[config.mk]
export PLATFORM = sky130hd
export DESIGN_NAME = ccg_cfg_bank
export DESIGN_NICKNAME = d
export VERILOG_FILES = /design/src/core/ccg_pkg.sv /design/src/core/ccg_cfg_if.sv /design/src/core/ccg_cfg_bank.sv /design/src/core/ccg_setting_pick.sv /design/src/core/ccg_nvm_engine.sv
export VERILOG_INCLUDE_DIRS = /design/src /design/src/core
export SDC_FILE = /design/constraint.sdc
export NUM_CORES = 1
export LEC_CHECK = 0
export BUFFER_PORTS_ARGS = -buffer_cell sky130_fd_sc_hd__buf_2
export CELL_PAD_IN_SITES_DETAIL_PLACEMENT = 0
export CELL_PAD_IN_SITES_GLOBAL_PLACEMENT = 2
export CORE_MARGIN = 2
export CORE_UTILIZATION = 42
export CTS_CLUSTER_DIAMETER = 120
export DETAILED_ROUTE_END_ITERATION = 10
export GPL_ROUTABILITY_DRIVEN = 0
export PLACE_DENSITY_LB_ADDON = 0.1
export SETUP_SLACK_MARGIN = 0.05
export SLEW_MARGIN = 30
export SYNTH_ARGS = -nofsm -noshare
export SYNTH_HDL_FRONTEND = slang
export SYNTH_HIERARCHICAL = 1
export SYNTH_SLANG_ARGS = --single-unit
[constraint.sdc]
create_clock -name i_clk_sys -period 3.1 [get_ports i_clk_sys]
set_clock_uncertainty 0.05 [all_clocks]
set_input_delay 0.31 -clock i_clk_sys [delete_from_list [all_inputs] [get_ports i_clk_sys]]
set_output_delay 0.31 -clock i_clk_sys [all_outputs]
set_load 0.005 [all_outputs]
[src/core/ccg_defines.svh]
`ifndef CCG_DEFINES_SVH
`define CCG_DEFINES_SVH
// ----------------------------------------
// register offsets
// ----------------------------------------
`define CCG_OFS_IDENT 7'h00
`define CCG_OFS_CTRL 7'h01
`define CCG_OFS_SRC 7'h02
`define CCG_OFS_DIVLO 7'h03
`define CCG_OFS_PICK 7'h04
`define CCG_OFS_LOAD 7'h05
`define CCG_OFS_SAVE 7'h06
// ----------------------------------------
// field positions
// ----------------------------------------
`define CCG_BIT_BUSY 6
`define CCG_BIT_LOCK 5
`define CCG_BIT_POWER_DOWN_BIT 4
`define CCG_FLD_INPUT_CLOCK_SELECT 3:2
`define CCG_FLD_ADR 1:0
`define CCG_BIT_SRC 7
`define CCG_BIT_PINFN 6
`define CCG_FLD_STB 5:4
`define CCG_FLD_STA 3:2
`define CCG_FLD_DIVHI 1:0
`define CCG_FLD_CAP 7:3
`define CCG_BIT_TRIG 0
// ----------------------------------------
// reset values; identity values arbitrary
// ----------------------------------------
`define CCG_RST_CTRL 8'h01
`define CCG_RST_SRC 8'hB4
`define CCG_RST_DIVLO 8'h01
`define CCG_RST_PICK 8'h02
`define CCG_RST_LOAD 8'h50
`define CCG_VARIANT 1'h1
`define CCG_REVISION 3'h2
`define CCG_VENDOR 4'h6
`define CCG_ADDR_BASE 5'h19
`define CCG_CAP_MAX 5'h14
// ----------------------------------------
// timing
// ----------------------------------------
`define CCG_CLK_PERIOD_NS 8
`define CCG_NVM_WRITE_NS 20000
`define CCG_NVM_WRITE_CYC ((`CCG_NVM_WRITE_NS + `CCG_CLK_PERIOD_NS - 1) / `CCG_CLK_PERIOD_NS)
`endif

[src/core/ccg_pkg.sv]
package ccg_pkg;
  // serial engine phases, one-hot
  typedef enum logic [5:0] {
    PH_IDLE = 6'h01,
    PH_ADDR = 6'h02,
    PH_RECV = 6'h04,
    PH_ACK = 6'h08,
    PH_RDATA = 6'h10,
    PH_MACK = 6'h20
  } ccg_phase_t;
  // first output state codes
  typedef enum logic [1:0] {
    OUT_POWER_DOWN_BIT = 2'h0,
    OUT_TRI = 2'h1,
    OUT_LOW = 2'h2,
    OUT_ON = 2'h3
  } ccg_out_mode_t;
  // save engine state
  typedef struct packed {
    logic busy;
    logic trig_q;
    logic [15:0] count;
    logic [7:0] stored_ctrl;
    logic stored_pinfn;
  } ccg_nvm_st_t;
endpackage

[src/core/ccg_cfg_if.sv]
`timescale 1ns/10ps
`default_nettype none
interface ccg_cfg_if;
  import ccg_pkg::*;
  logic [2:0] setting_index;
  logic [7:0] state_pick_byte;
  logic [1:0] state_a;
  logic [1:0] state_b;
  logic power_down;
  logic save_trigger;
  logic [7:0] image_ctrl;
  logic image_pinfn;
  ccg_out_mode_t out_mode;
  logic pll_pd;
  logic busy;
  logic [7:0] stored_ctrl;
  logic stored_pinfn;
  modport bank(
    output setting_index, state_pick_byte, state_a, state_b, power_down,
    output save_trigger, image_ctrl, image_pinfn,
    input out_mode, pll_pd, busy, stored_ctrl, stored_pinfn
  );
  modport pick(input setting_index, state_pick_byte, state_a, state_b, power_down, output out_mode, pll_pd);
  modport nvm(input save_trigger, image_ctrl, image_pinfn, output busy, stored_ctrl, stored_pinfn);
endinterface
`default_nettype wire

[src/core/ccg_cfg_bank.sv]
// Functional notes
// - three pins form index, high pin MSB
// - byte zero bit7 is read-only variant flag
// - revision and vendor fields read-only
// - no writes accepted while save runs
// - stored lock refuses all further saves
// - locked: writes still apply, never saved
// - power down stops pll, tristates outputs
// - power down never stored as one
// - input clock select: crystal, vcxo, lvcmos
// - two low slave address bits programmable
// - first output source: input or pll
// - pin function effective only once stored
// - grounded supply: serial pins; address zero in control-pin mode
// - two state definitions decode four modes
// - ten-bit divider, zero holds reset
// - pick byte bit chooses state per index
// - load cap code, clamps at 20 pF
// - bytes move most significant bit first
// - each received byte applies immediately
// - save starts only on trigger rising edge
`timescale 1ns/10ps
`default_nettype none
`include "ccg_defines.svh"
module ccg_cfg_bank
  import ccg_pkg::*;
#(
  parameter logic P_VARIANT = `CCG_VARIANT,
  parameter logic [2:0] P_REVISION = `CCG_REVISION,
  parameter logic [3:0] P_VENDOR = `CCG_VENDOR
) (
  // clock and reset
  input wire logic i_clk_sys,
  input wire logic i_rst_n,
  // setting pins; mid and high double as serial data and clock
  input wire logic i_setting_pin_low,
  input wire logic i_setting_pin_mid,
  input wire logic i_setting_pin_high,
  // serial data open-drain drive
  output logic o_sda_out,
  output logic o_sda_oe_n,
  // output supply forced to ground
  input wire logic i_output_supply_grounded,
  // controls toward clock path and analog
  output logic o_serial_bus_active,
  output logic [2:0] o_setting_index,
  output logic [1:0] o_first_output_mode,
  output logic o_pll_power_down,
  output logic o_first_output_source,
  output logic [9:0] o_first_output_divider,
  output logic o_divider_in_reset,
  output logic [1:0] o_input_clock_select,
  output logic [4:0] o_load_cap_pf,
  output logic o_nvm_busy
);
  // ----------------------------------------
  // state
  // ----------------------------------------
  typedef struct packed {
    logic scl_q;
    logic sda_q;
    ccg_phase_t phase;
    logic [3:0] bitcnt;
    logic [7:0] shreg;
    logic rnw;
    logic block;
    logic cmd_seen;
    logic ack_of_addr;
    logic ack_ok;
    logic [6:0] ptr;
    logic drive_low;
    logic [7:0] ctrl;
    logic [7:0] src;
    logic [7:0] divlo;
    logic [7:0] pick;
    logic [7:0] load;
    logic trig;
    logic [2:0] idx;
    ccg_out_mode_t mode;
    logic pll_pd;
    logic [9:0] div;
    logic [4:0] cap_pf;
    logic [1:0] input_clock_select;
    logic source;
  } ccg_bank_st_t;

  localparam ccg_bank_st_t RST_ST = '{
    scl_q: 1'b1,
    sda_q: 1'b1,
    phase: PH_IDLE,
    ctrl: `CCG_RST_CTRL,
    src: `CCG_RST_SRC,
    divlo: `CCG_RST_DIVLO,
    pick: `CCG_RST_PICK,
    load: `CCG_RST_LOAD,
    mode: OUT_TRI,
    div: 10'h001,
    cap_pf: 5'h0A,
    source: 1'b1,
    default: '0
  };

  ccg_bank_st_t st;
  ccg_bank_st_t next_st;
  ccg_cfg_if cfg();
  logic serial_active;
  logic scl;
  logic sda;
  logic scl_rise;
  logic scl_fall;
  logic start_c;
  logic stop_c;
  logic [7:0] rx;
  logic wr_fire;
  logic data_done;
  logic [7:0] rd_now;
  logic rd_msb;

  // ----------------------------------------
  // register read decode
  // ----------------------------------------
  // shared by first-byte load and block continuation
  function automatic logic [7:0] read_byte(input logic [6:0] ofs, input ccg_bank_st_t s, input logic busy);
    case (ofs)
      `CCG_OFS_IDENT: read_byte = {P_VARIANT, P_REVISION, P_VENDOR};
      `CCG_OFS_CTRL: read_byte = {1'b0, busy, s.ctrl[5:0]};
      `CCG_OFS_SRC: read_byte = s.src;
      `CCG_OFS_DIVLO: read_byte = s.divlo;
      `CCG_OFS_PICK: read_byte = s.pick;
      `CCG_OFS_LOAD: read_byte = s.load;
      `CCG_OFS_SAVE: read_byte = {7'h00, s.trig};
      default: read_byte = 8'h00;
    endcase
  endfunction

  // ----------------------------------------
  // submodules
  // ----------------------------------------
  ccg_setting_pick u_pick (
    .cfg(cfg)
  );

  ccg_nvm_engine u_nvm (
    .i_clk_sys(i_clk_sys),
    .i_rst_n(i_rst_n),
    .cfg(cfg)
  );

  // working values toward pick and save engine
  assign cfg.setting_index = st.idx;
  assign cfg.state_pick_byte = st.pick;
  assign cfg.state_a = st.src[`CCG_FLD_STA];
  assign cfg.state_b = st.src[`CCG_FLD_STB];
  assign cfg.power_down = st.ctrl[`CCG_BIT_POWER_DOWN_BIT];
  assign cfg.save_trigger = st.trig;
  assign cfg.image_ctrl = st.ctrl;
  assign cfg.image_pinfn = st.src[`CCG_BIT_PINFN];

  // ----------------------------------------
  // bus pin view
  // ----------------------------------------
  // control-pin mode parks the bus idle so no start is seen
  assign serial_active = !cfg.stored_pinfn || i_output_supply_grounded;
  assign scl = serial_active ? i_setting_pin_high : 1'b1;
  assign sda = serial_active ? i_setting_pin_mid : 1'b1;
  assign scl_rise = scl && !st.scl_q;
  assign scl_fall = !scl && st.scl_q;
  assign start_c = scl && st.scl_q && st.sda_q && !sda;
  assign stop_c = scl && st.scl_q && !st.sda_q && sda;
  assign rx = {st.shreg[6:0], sda};
  assign data_done = scl_rise && (st.phase == PH_RECV) && (st.bitcnt == 4'h7) && st.cmd_seen;
  assign wr_fire = data_done && !cfg.busy && !start_c && !stop_c;
  assign rd_now = read_byte(st.ptr, st, cfg.busy);
  assign rd_msb = rd_now[7];

  // ----------------------------------------
  // next state
  // ----------------------------------------
  always_comb begin
    next_st = st;
    next_st.scl_q = scl;
    next_st.sda_q = sda;
    if (stop_c) begin
      next_st.phase = PH_IDLE;
      next_st.drive_low = 1'b0;
    end else if (start_c) begin
      next_st.phase = PH_ADDR;
      next_st.bitcnt = 4'h0;
      next_st.drive_low = 1'b0;
    end else begin
      case (st.phase)
        PH_ADDR, PH_RECV: begin
          if (scl_rise) begin
            next_st.shreg = rx;
            next_st.bitcnt = st.bitcnt + 4'h1;
            if (st.bitcnt == 4'h7) begin
              next_st.bitcnt = 4'h0;
              next_st.phase = PH_ACK;
              next_st.ack_of_addr = (st.phase == PH_ADDR);
              if (st.phase == PH_ADDR) begin
                next_st.rnw = rx[0];
                next_st.ack_ok = (rx[7:1] == {`CCG_ADDR_BASE, st.ctrl[`CCG_FLD_ADR]});
                if (!rx[0]) begin
                  next_st.cmd_seen = 1'b0;
                end
              end else if (!st.cmd_seen) begin
                // command: top bit picks single byte over block
                next_st.ack_ok = 1'b1;
                next_st.cmd_seen = 1'b1;
                next_st.ptr = rx[6:0];
                next_st.block = !rx[7];
              end else begin
                next_st.ack_ok = !cfg.busy;
                if (st.block && !cfg.busy) begin
                  next_st.ptr = st.ptr + 7'h01;
                end
              end
            end
          end
        end
        PH_ACK: begin
          if (scl_fall && (st.bitcnt == 4'h0)) begin
            next_st.drive_low = st.ack_ok;
            next_st.bitcnt = 4'h1;
          end else if (scl_fall) begin
            next_st.bitcnt = 4'h0;
            next_st.drive_low = 1'b0;
            if (!st.ack_ok) begin
              next_st.phase = PH_IDLE;
            end else if (st.ack_of_addr && st.rnw) begin
              next_st.phase = PH_RDATA;
              next_st.drive_low = !rd_now[7];
              next_st.shreg = {rd_now[6:0], 1'b0};
            end else begin
              next_st.phase = PH_RECV;
            end
          end
        end
        PH_RDATA: begin
          if (scl_rise) begin
            next_st.bitcnt = st.bitcnt + 4'h1;
            if (st.bitcnt == 4'h7) begin
              next_st.phase = PH_MACK;
              next_st.bitcnt = 4'h0;
            end
          end else if (scl_fall) begin
            next_st.drive_low = !st.shreg[7];
            next_st.shreg = {st.shreg[6:0], 1'b0};
          end
        end
        PH_MACK: begin
          // master ack continues the read, nack ends it
          if (scl_fall && (st.bitcnt == 4'h0)) begin
            next_st.drive_low = 1'b0;
            next_st.bitcnt = 4'h1;
          end else if (scl_rise && (st.bitcnt == 4'h1)) begin
            if (sda) begin
              next_st.phase = PH_IDLE;
            end else begin
              next_st.bitcnt = 4'h2;
              if (st.block) begin
                next_st.ptr = st.ptr + 7'h01;
              end
            end
          end else if (scl_fall && (st.bitcnt == 4'h2)) begin
            next_st.phase = PH_RDATA;
            next_st.bitcnt = 4'h0;
            next_st.drive_low = !rd_now[7];
            next_st.shreg = {rd_now[6:0], 1'b0};
          end
        end
        PH_IDLE: begin
          next_st.drive_low = 1'b0;
        end
        default: begin
          next_st.phase = PH_IDLE;
          next_st.drive_low = 1'b0;
        end
      endcase
    end

    // byte store; identity and unmapped offsets drop the data
    if (wr_fire) begin
      case (st.ptr)
        `CCG_OFS_CTRL: next_st.ctrl = {2'h0, rx[5:0]};
        `CCG_OFS_SRC: next_st.src = rx;
        `CCG_OFS_DIVLO: next_st.divlo = rx;
        `CCG_OFS_PICK: next_st.pick = rx;
        `CCG_OFS_LOAD: next_st.load = {rx[`CCG_FLD_CAP], 3'h0};
        `CCG_OFS_SAVE: next_st.trig = rx[`CCG_BIT_TRIG];
        default: begin
          next_st.trig = st.trig;
        end
      endcase
    end

    // grounded supply in control-pin mode clears the address bits
    if (cfg.stored_pinfn && i_output_supply_grounded) begin
      next_st.ctrl[`CCG_FLD_ADR] = 2'h0;
    end

    // pins read as zero while they serve the bus
    next_st.idx = {serial_active ? 1'b0 : i_setting_pin_high,
                   serial_active ? 1'b0 : i_setting_pin_mid,
                   i_setting_pin_low};
    next_st.mode = cfg.out_mode;
    next_st.pll_pd = cfg.pll_pd;
    next_st.div = {st.src[`CCG_FLD_DIVHI], st.divlo};
    next_st.cap_pf = (st.load[`CCG_FLD_CAP] > `CCG_CAP_MAX) ? `CCG_CAP_MAX : st.load[`CCG_FLD_CAP];
    next_st.input_clock_select = st.ctrl[`CCG_FLD_INPUT_CLOCK_SELECT];
    next_st.source = st.src[`CCG_BIT_SRC];
  end

  // state register
  always_ff @(posedge i_clk_sys or negedge i_rst_n) begin
    if (!i_rst_n) begin
      st <= RST_ST;
    end else begin
      st <= next_st;
    end
  end

  // ----------------------------------------
  // outputs
  // ----------------------------------------
  assign o_sda_out = 1'b0;
  assign o_sda_oe_n = !st.drive_low;
  assign o_serial_bus_active = serial_active;
  assign o_setting_index = st.idx;
  assign o_first_output_mode = st.mode;
  assign o_pll_power_down = st.pll_pd;
  assign o_first_output_source = st.source;
  assign o_first_output_divider = st.div;
  assign o_divider_in_reset = (st.div == 10'h000);
  assign o_input_clock_select = st.input_clock_select;
  assign o_load_cap_pf = st.cap_pf;
  assign o_nvm_busy = cfg.busy;
endmodule
`default_nettype wire

[src/core/ccg_setting_pick.sv]
`timescale 1ns/10ps
`default_nettype none
module ccg_setting_pick
  import ccg_pkg::*;
(
  // bank side
  ccg_cfg_if.pick cfg
);
  // chosen state definition; power down wins over any pin choice
  always_comb begin
    logic [1:0] chosen;
    chosen = cfg.state_pick_byte[cfg.setting_index] ? cfg.state_b : cfg.state_a;
    if (cfg.power_down) begin
      cfg.out_mode = OUT_TRI;
      cfg.pll_pd = 1'b1;
    end else begin
      cfg.out_mode = ccg_out_mode_t'(chosen);
      cfg.pll_pd = (chosen == OUT_POWER_DOWN_BIT);
    end
  end
endmodule
`default_nettype wire

[src/core/ccg_nvm_engine.sv]
`timescale 1ns/10ps
`default_nettype none
`include "ccg_defines.svh"
module ccg_nvm_engine
  import ccg_pkg::*;
(
  // clock and reset
  input wire logic i_clk_sys,
  input wire logic i_rst_n,
  // bank side
  ccg_cfg_if.nvm cfg
);
  localparam logic [15:0] WRITE_CYC = 16'(`CCG_NVM_WRITE_CYC);
  ccg_nvm_st_t st;
  ccg_nvm_st_t next_st;
  // save sequencer; a held trigger or a stored lock starts nothing
  always_comb begin
    next_st = st;
    next_st.trig_q = cfg.save_trigger;
    if (st.busy) begin
      next_st.count = st.count - 16'h0001;
      if (st.count == 16'h0001) begin
        next_st.busy = 1'b0;
        next_st.stored_ctrl = cfg.image_ctrl;
        next_st.stored_ctrl[`CCG_BIT_POWER_DOWN_BIT] = 1'b0;
        next_st.stored_pinfn = cfg.image_pinfn;
      end
    end else if (cfg.save_trigger && !st.trig_q && !st.stored_ctrl[`CCG_BIT_LOCK]) begin
      next_st.busy = 1'b1;
      next_st.count = WRITE_CYC;
    end
  end
  // state register
  always_ff @(posedge i_clk_sys or negedge i_rst_n) begin
    if (!i_rst_n) begin
      st <= '{stored_ctrl: `CCG_RST_CTRL, default: '0};
    end else begin
      st <= next_st;
    end
  end
  assign cfg.busy = st.busy;
  assign cfg.stored_ctrl = st.stored_ctrl;
  assign cfg.stored_pinfn = st.stored_pinfn;
endmodule
`default_nettype wire

==> flow_metrics.env <==
export IMPL_synth_area_mm2=0.00605
export IMPL_area_delta_synth_final_pct=12.3
export IMPL_cts_setup_buffers=0
export IMPL_routed_wirelength_um=14800
export IMPL_layout_min_cycle_time_ns=2.60
export IMPL_overall_global_routing_resource_usage_pct=20.8
export IMPL_slew_limit_headroom_pct=43.2
export IMPL_clock_slew_seen_by_the_registers_of_the_worst_setup_and_hold_paths_ns=0.06
export IMPL_cts_path_max_buffers=2
export IMPL_top_signal_layer_used="met4"
export IMPL_io_buffer_count=33
export IMPL_met3_length_um=605
export IMPL_timing_final_hold_violations=0
export IMPL_dr_pass1_iters=6
export IMPL_die_width_um=124
export IMPL_effective_utilization_at_floorplan_pct=43.3
export IMPL_cts_root_buffer="sky130_fd_sc_hd__clkbuf_16"
export IMPL_worst_slew_pin_slew_ns=0.849
export IMPL_post_cts_resized=0
export IMPL_routed_wl_met2_um=6680
export IMPL_detail_route_drc_violations=0
export IMPL_total_leakage_power_nw=3.16
export IMPL_vdd_ir_drop_max_mv=0.360
export IMPL_timing_hold_worst_class="input pin to flip-flop"
export IMPL_route_vias_total=4318
export IMPL_critical_path_reg2reg_startpoint="st[90]$_DFFE_PN1P_"
export IMPL_timing_max_transition_violations_final=0
export IMPL_cts_inserted_buffers=17
export IMPL_grt_max_degree=51
export IMPL_timing_worst_setup_path_type="flip-flop to flip-flop"
export IMPL_rrSetupSlack_ns=0.50
export IMPL_drtAntennaViolNets=0
export IMPL_worstHoldStart="i_output_supply_grounded"
export IMPL_first_iter_violations=371
export IMPL_vias_per_cell=5.80
export IMPL_share_of_final_layout_standard_cells_stronger_than_drive_strength_1_pct=28.5
export IMPL_mappedNetlistNets=561
export IMPL_timing_critical_path_required_ns=3.32
export IMPL_antennaDiodeCount=0
export IMPL_first_global_vias=4177
export IMPL_fin_worst_hold_slack_ns=0.0601
export IMPL_critical_path_startpoint_type="flip-flop"
export IMPL_global_route_overflow_total=0
export IMPL_avgRoutedWirePerCell_um=19.9
export IMPL_antenna_found_initial=0
export IMPL_maxCapViolations=0
export IMPL_worst_hold_path_cell_count=2
export IMPL_cts_htree_levels=4
export IMPL_nFillCells=1307
export IMPL_finalNonFillerCells=744
export IMPL_finish_net_count=567
export IMPL_hold_endpoint="cfg.image_ctrl[0]$_DFFE_PN1P_"
export IMPL_critPathCaptureType="flip-flop"
export IMPL_period_share_pct=84.0
export IMPL_power_density_mw_per_mm2=564
export IMPL_clk_latency_ns=0.41
export IMPL_core_area_mm2=0.0140
export IMPL_tritoncts="done"
export IMPL_r2r_worst_path_cells=6
export IMPL_synth_area_per_cell_um2=11.1
export IMPL_yosysWarningCount=6
export IMPL_die_height_um=124
export IMPL_placed_cells_incl_taps=710
export IMPL_worst_endpoint_arrival_ns=2.82
export IMPL_numClockSinks=113
export IMPL_netlist_instances=545
export IMPL_critical_path_reg2reg_endpoint="st[69]$_DFFE_PN0P_"
export IMPL_dpl_hpwl_um=10400
export IMPL_final_setup_violation_count=0
export IMPL_top_level_ports=35
export IMPL_mostFrequentLayoutCell="sky130_fd_sc_hd__dfrtp_1"
export IMPL_floorplan_rows=43
export IMPL_setup_tns_final_ns=0
export IMPL_max_clock_freq_mhz=384
export IMPL_grt_pass1_wl_um=23700
export IMPL_mostFrequentLayoutCells="sky130_fd_sc_hd__dfrtp_1 (96), sky130_fd_sc_hd__mux2_2 (39), sky130_fd_sc_hd__buf_2 (32)"
export IMPL_crit_fanout=14
export IMPL_fin_total_pwr_mw=3.83
export IMPL_wl_met1_um=7330
export IMPL_floorplan_die_area_mm2=0.0154
export IMPL_outcome="finished clean"
export IMPL_rsz0062_at_grt="false"
worst max-delay path, cell delays in order, from the launching register on:
cell                       delay (ns)
sky130_fd_sc_hd__dfstp_2         0.61
sky130_fd_sc_hd__nor4_2          0.11
sky130_fd_sc_hd__and3b_1         0.27
sky130_fd_sc_hd__nor2_1          0.67
sky130_fd_sc_hd__o221ai_2        0.40
sky130_fd_sc_hd__o21ai_0         0.24
sky130_fd_sc_hd__o21ai_0         0.10
final cells by class:
class	instances	area (µm²)	area share [%]
Clock buffer	22	464	6.83
Clock inverter	10	134	1.97
Inverter	13	51.3	0.755
Multi-Input combinational cell	363	2810	41.4
Sequential cell	113	2850	41.9
Tap cell	180	225	3.31
Timing Repair Buffer	43	260	3.83
registers in the layout (all words and copies together) (netlist names), 2 cells and up:
register                cells
u_nvm/st                   17
cfg.image_ctrl              6
rx                          7
cfg.state_b                 2
cfg.state_pick_byte         8
next_st                    11
o_first_output_divider     10
st                         31
o_load_cap_pf               5
o_first_output_mode         2
o_input_clock_select        2
cfg.state_a                 2
o_setting_index             3
metrics by stage:
stage	setup slack, ns	utilization, %	cell area (µm²)
floorplan	0.812	-	6050
global placement	0.595	44.2	6180
detailed placement	0.505	44.2	6180
CTS	0.492	48.6	6800
global route	0.168	48.6	6800
finish	0.495	48.6	6800
worst max path at each step:
stage                             from                 end  slack (ns)
floorplan             st[97]$_DFF_PN1_   rx[2]$_DFFE_PN0P_        0.81
global placement    st[90]$_DFFE_PN1P_  st[66]$_DFFE_PN0P_        0.60
detailed placement  st[90]$_DFFE_PN1P_  st[68]$_DFFE_PN0P_        0.51
CTS                 st[90]$_DFFE_PN1P_  st[68]$_DFFE_PN0P_        0.49
global route        st[90]$_DFFE_PN1P_  st[69]$_DFFE_PN0P_        0.17
finish              st[90]$_DFFE_PN1P_  st[69]$_DFFE_PN0P_        0.50
power by group:
part / switching (mW) / leakage (nW) / internal [mW]
clock network: 0.666 / 0.290 / 1.30
logic: 0.179 / 1.36 / 0.111
registers: 0.0667 / 1.51 / 1.51
total: 0.912 / 3.16 / 2.92
repair_timing:
item	CTS	global route
hold buffers	2	0
endpoints found under the hold margin	39	0
setup endpoints to repair	0	0
metal layers:
layer | global-route usage, % | vias up
met2 | 31.5 | 112
met4 | 6.67 | 0
li1 | - | 2004
met5 | 0 | -
met1 | 29.7 | 2187
met3 | 4.49 | 15
Note: power is estimated with default switching activity, not from simulation.
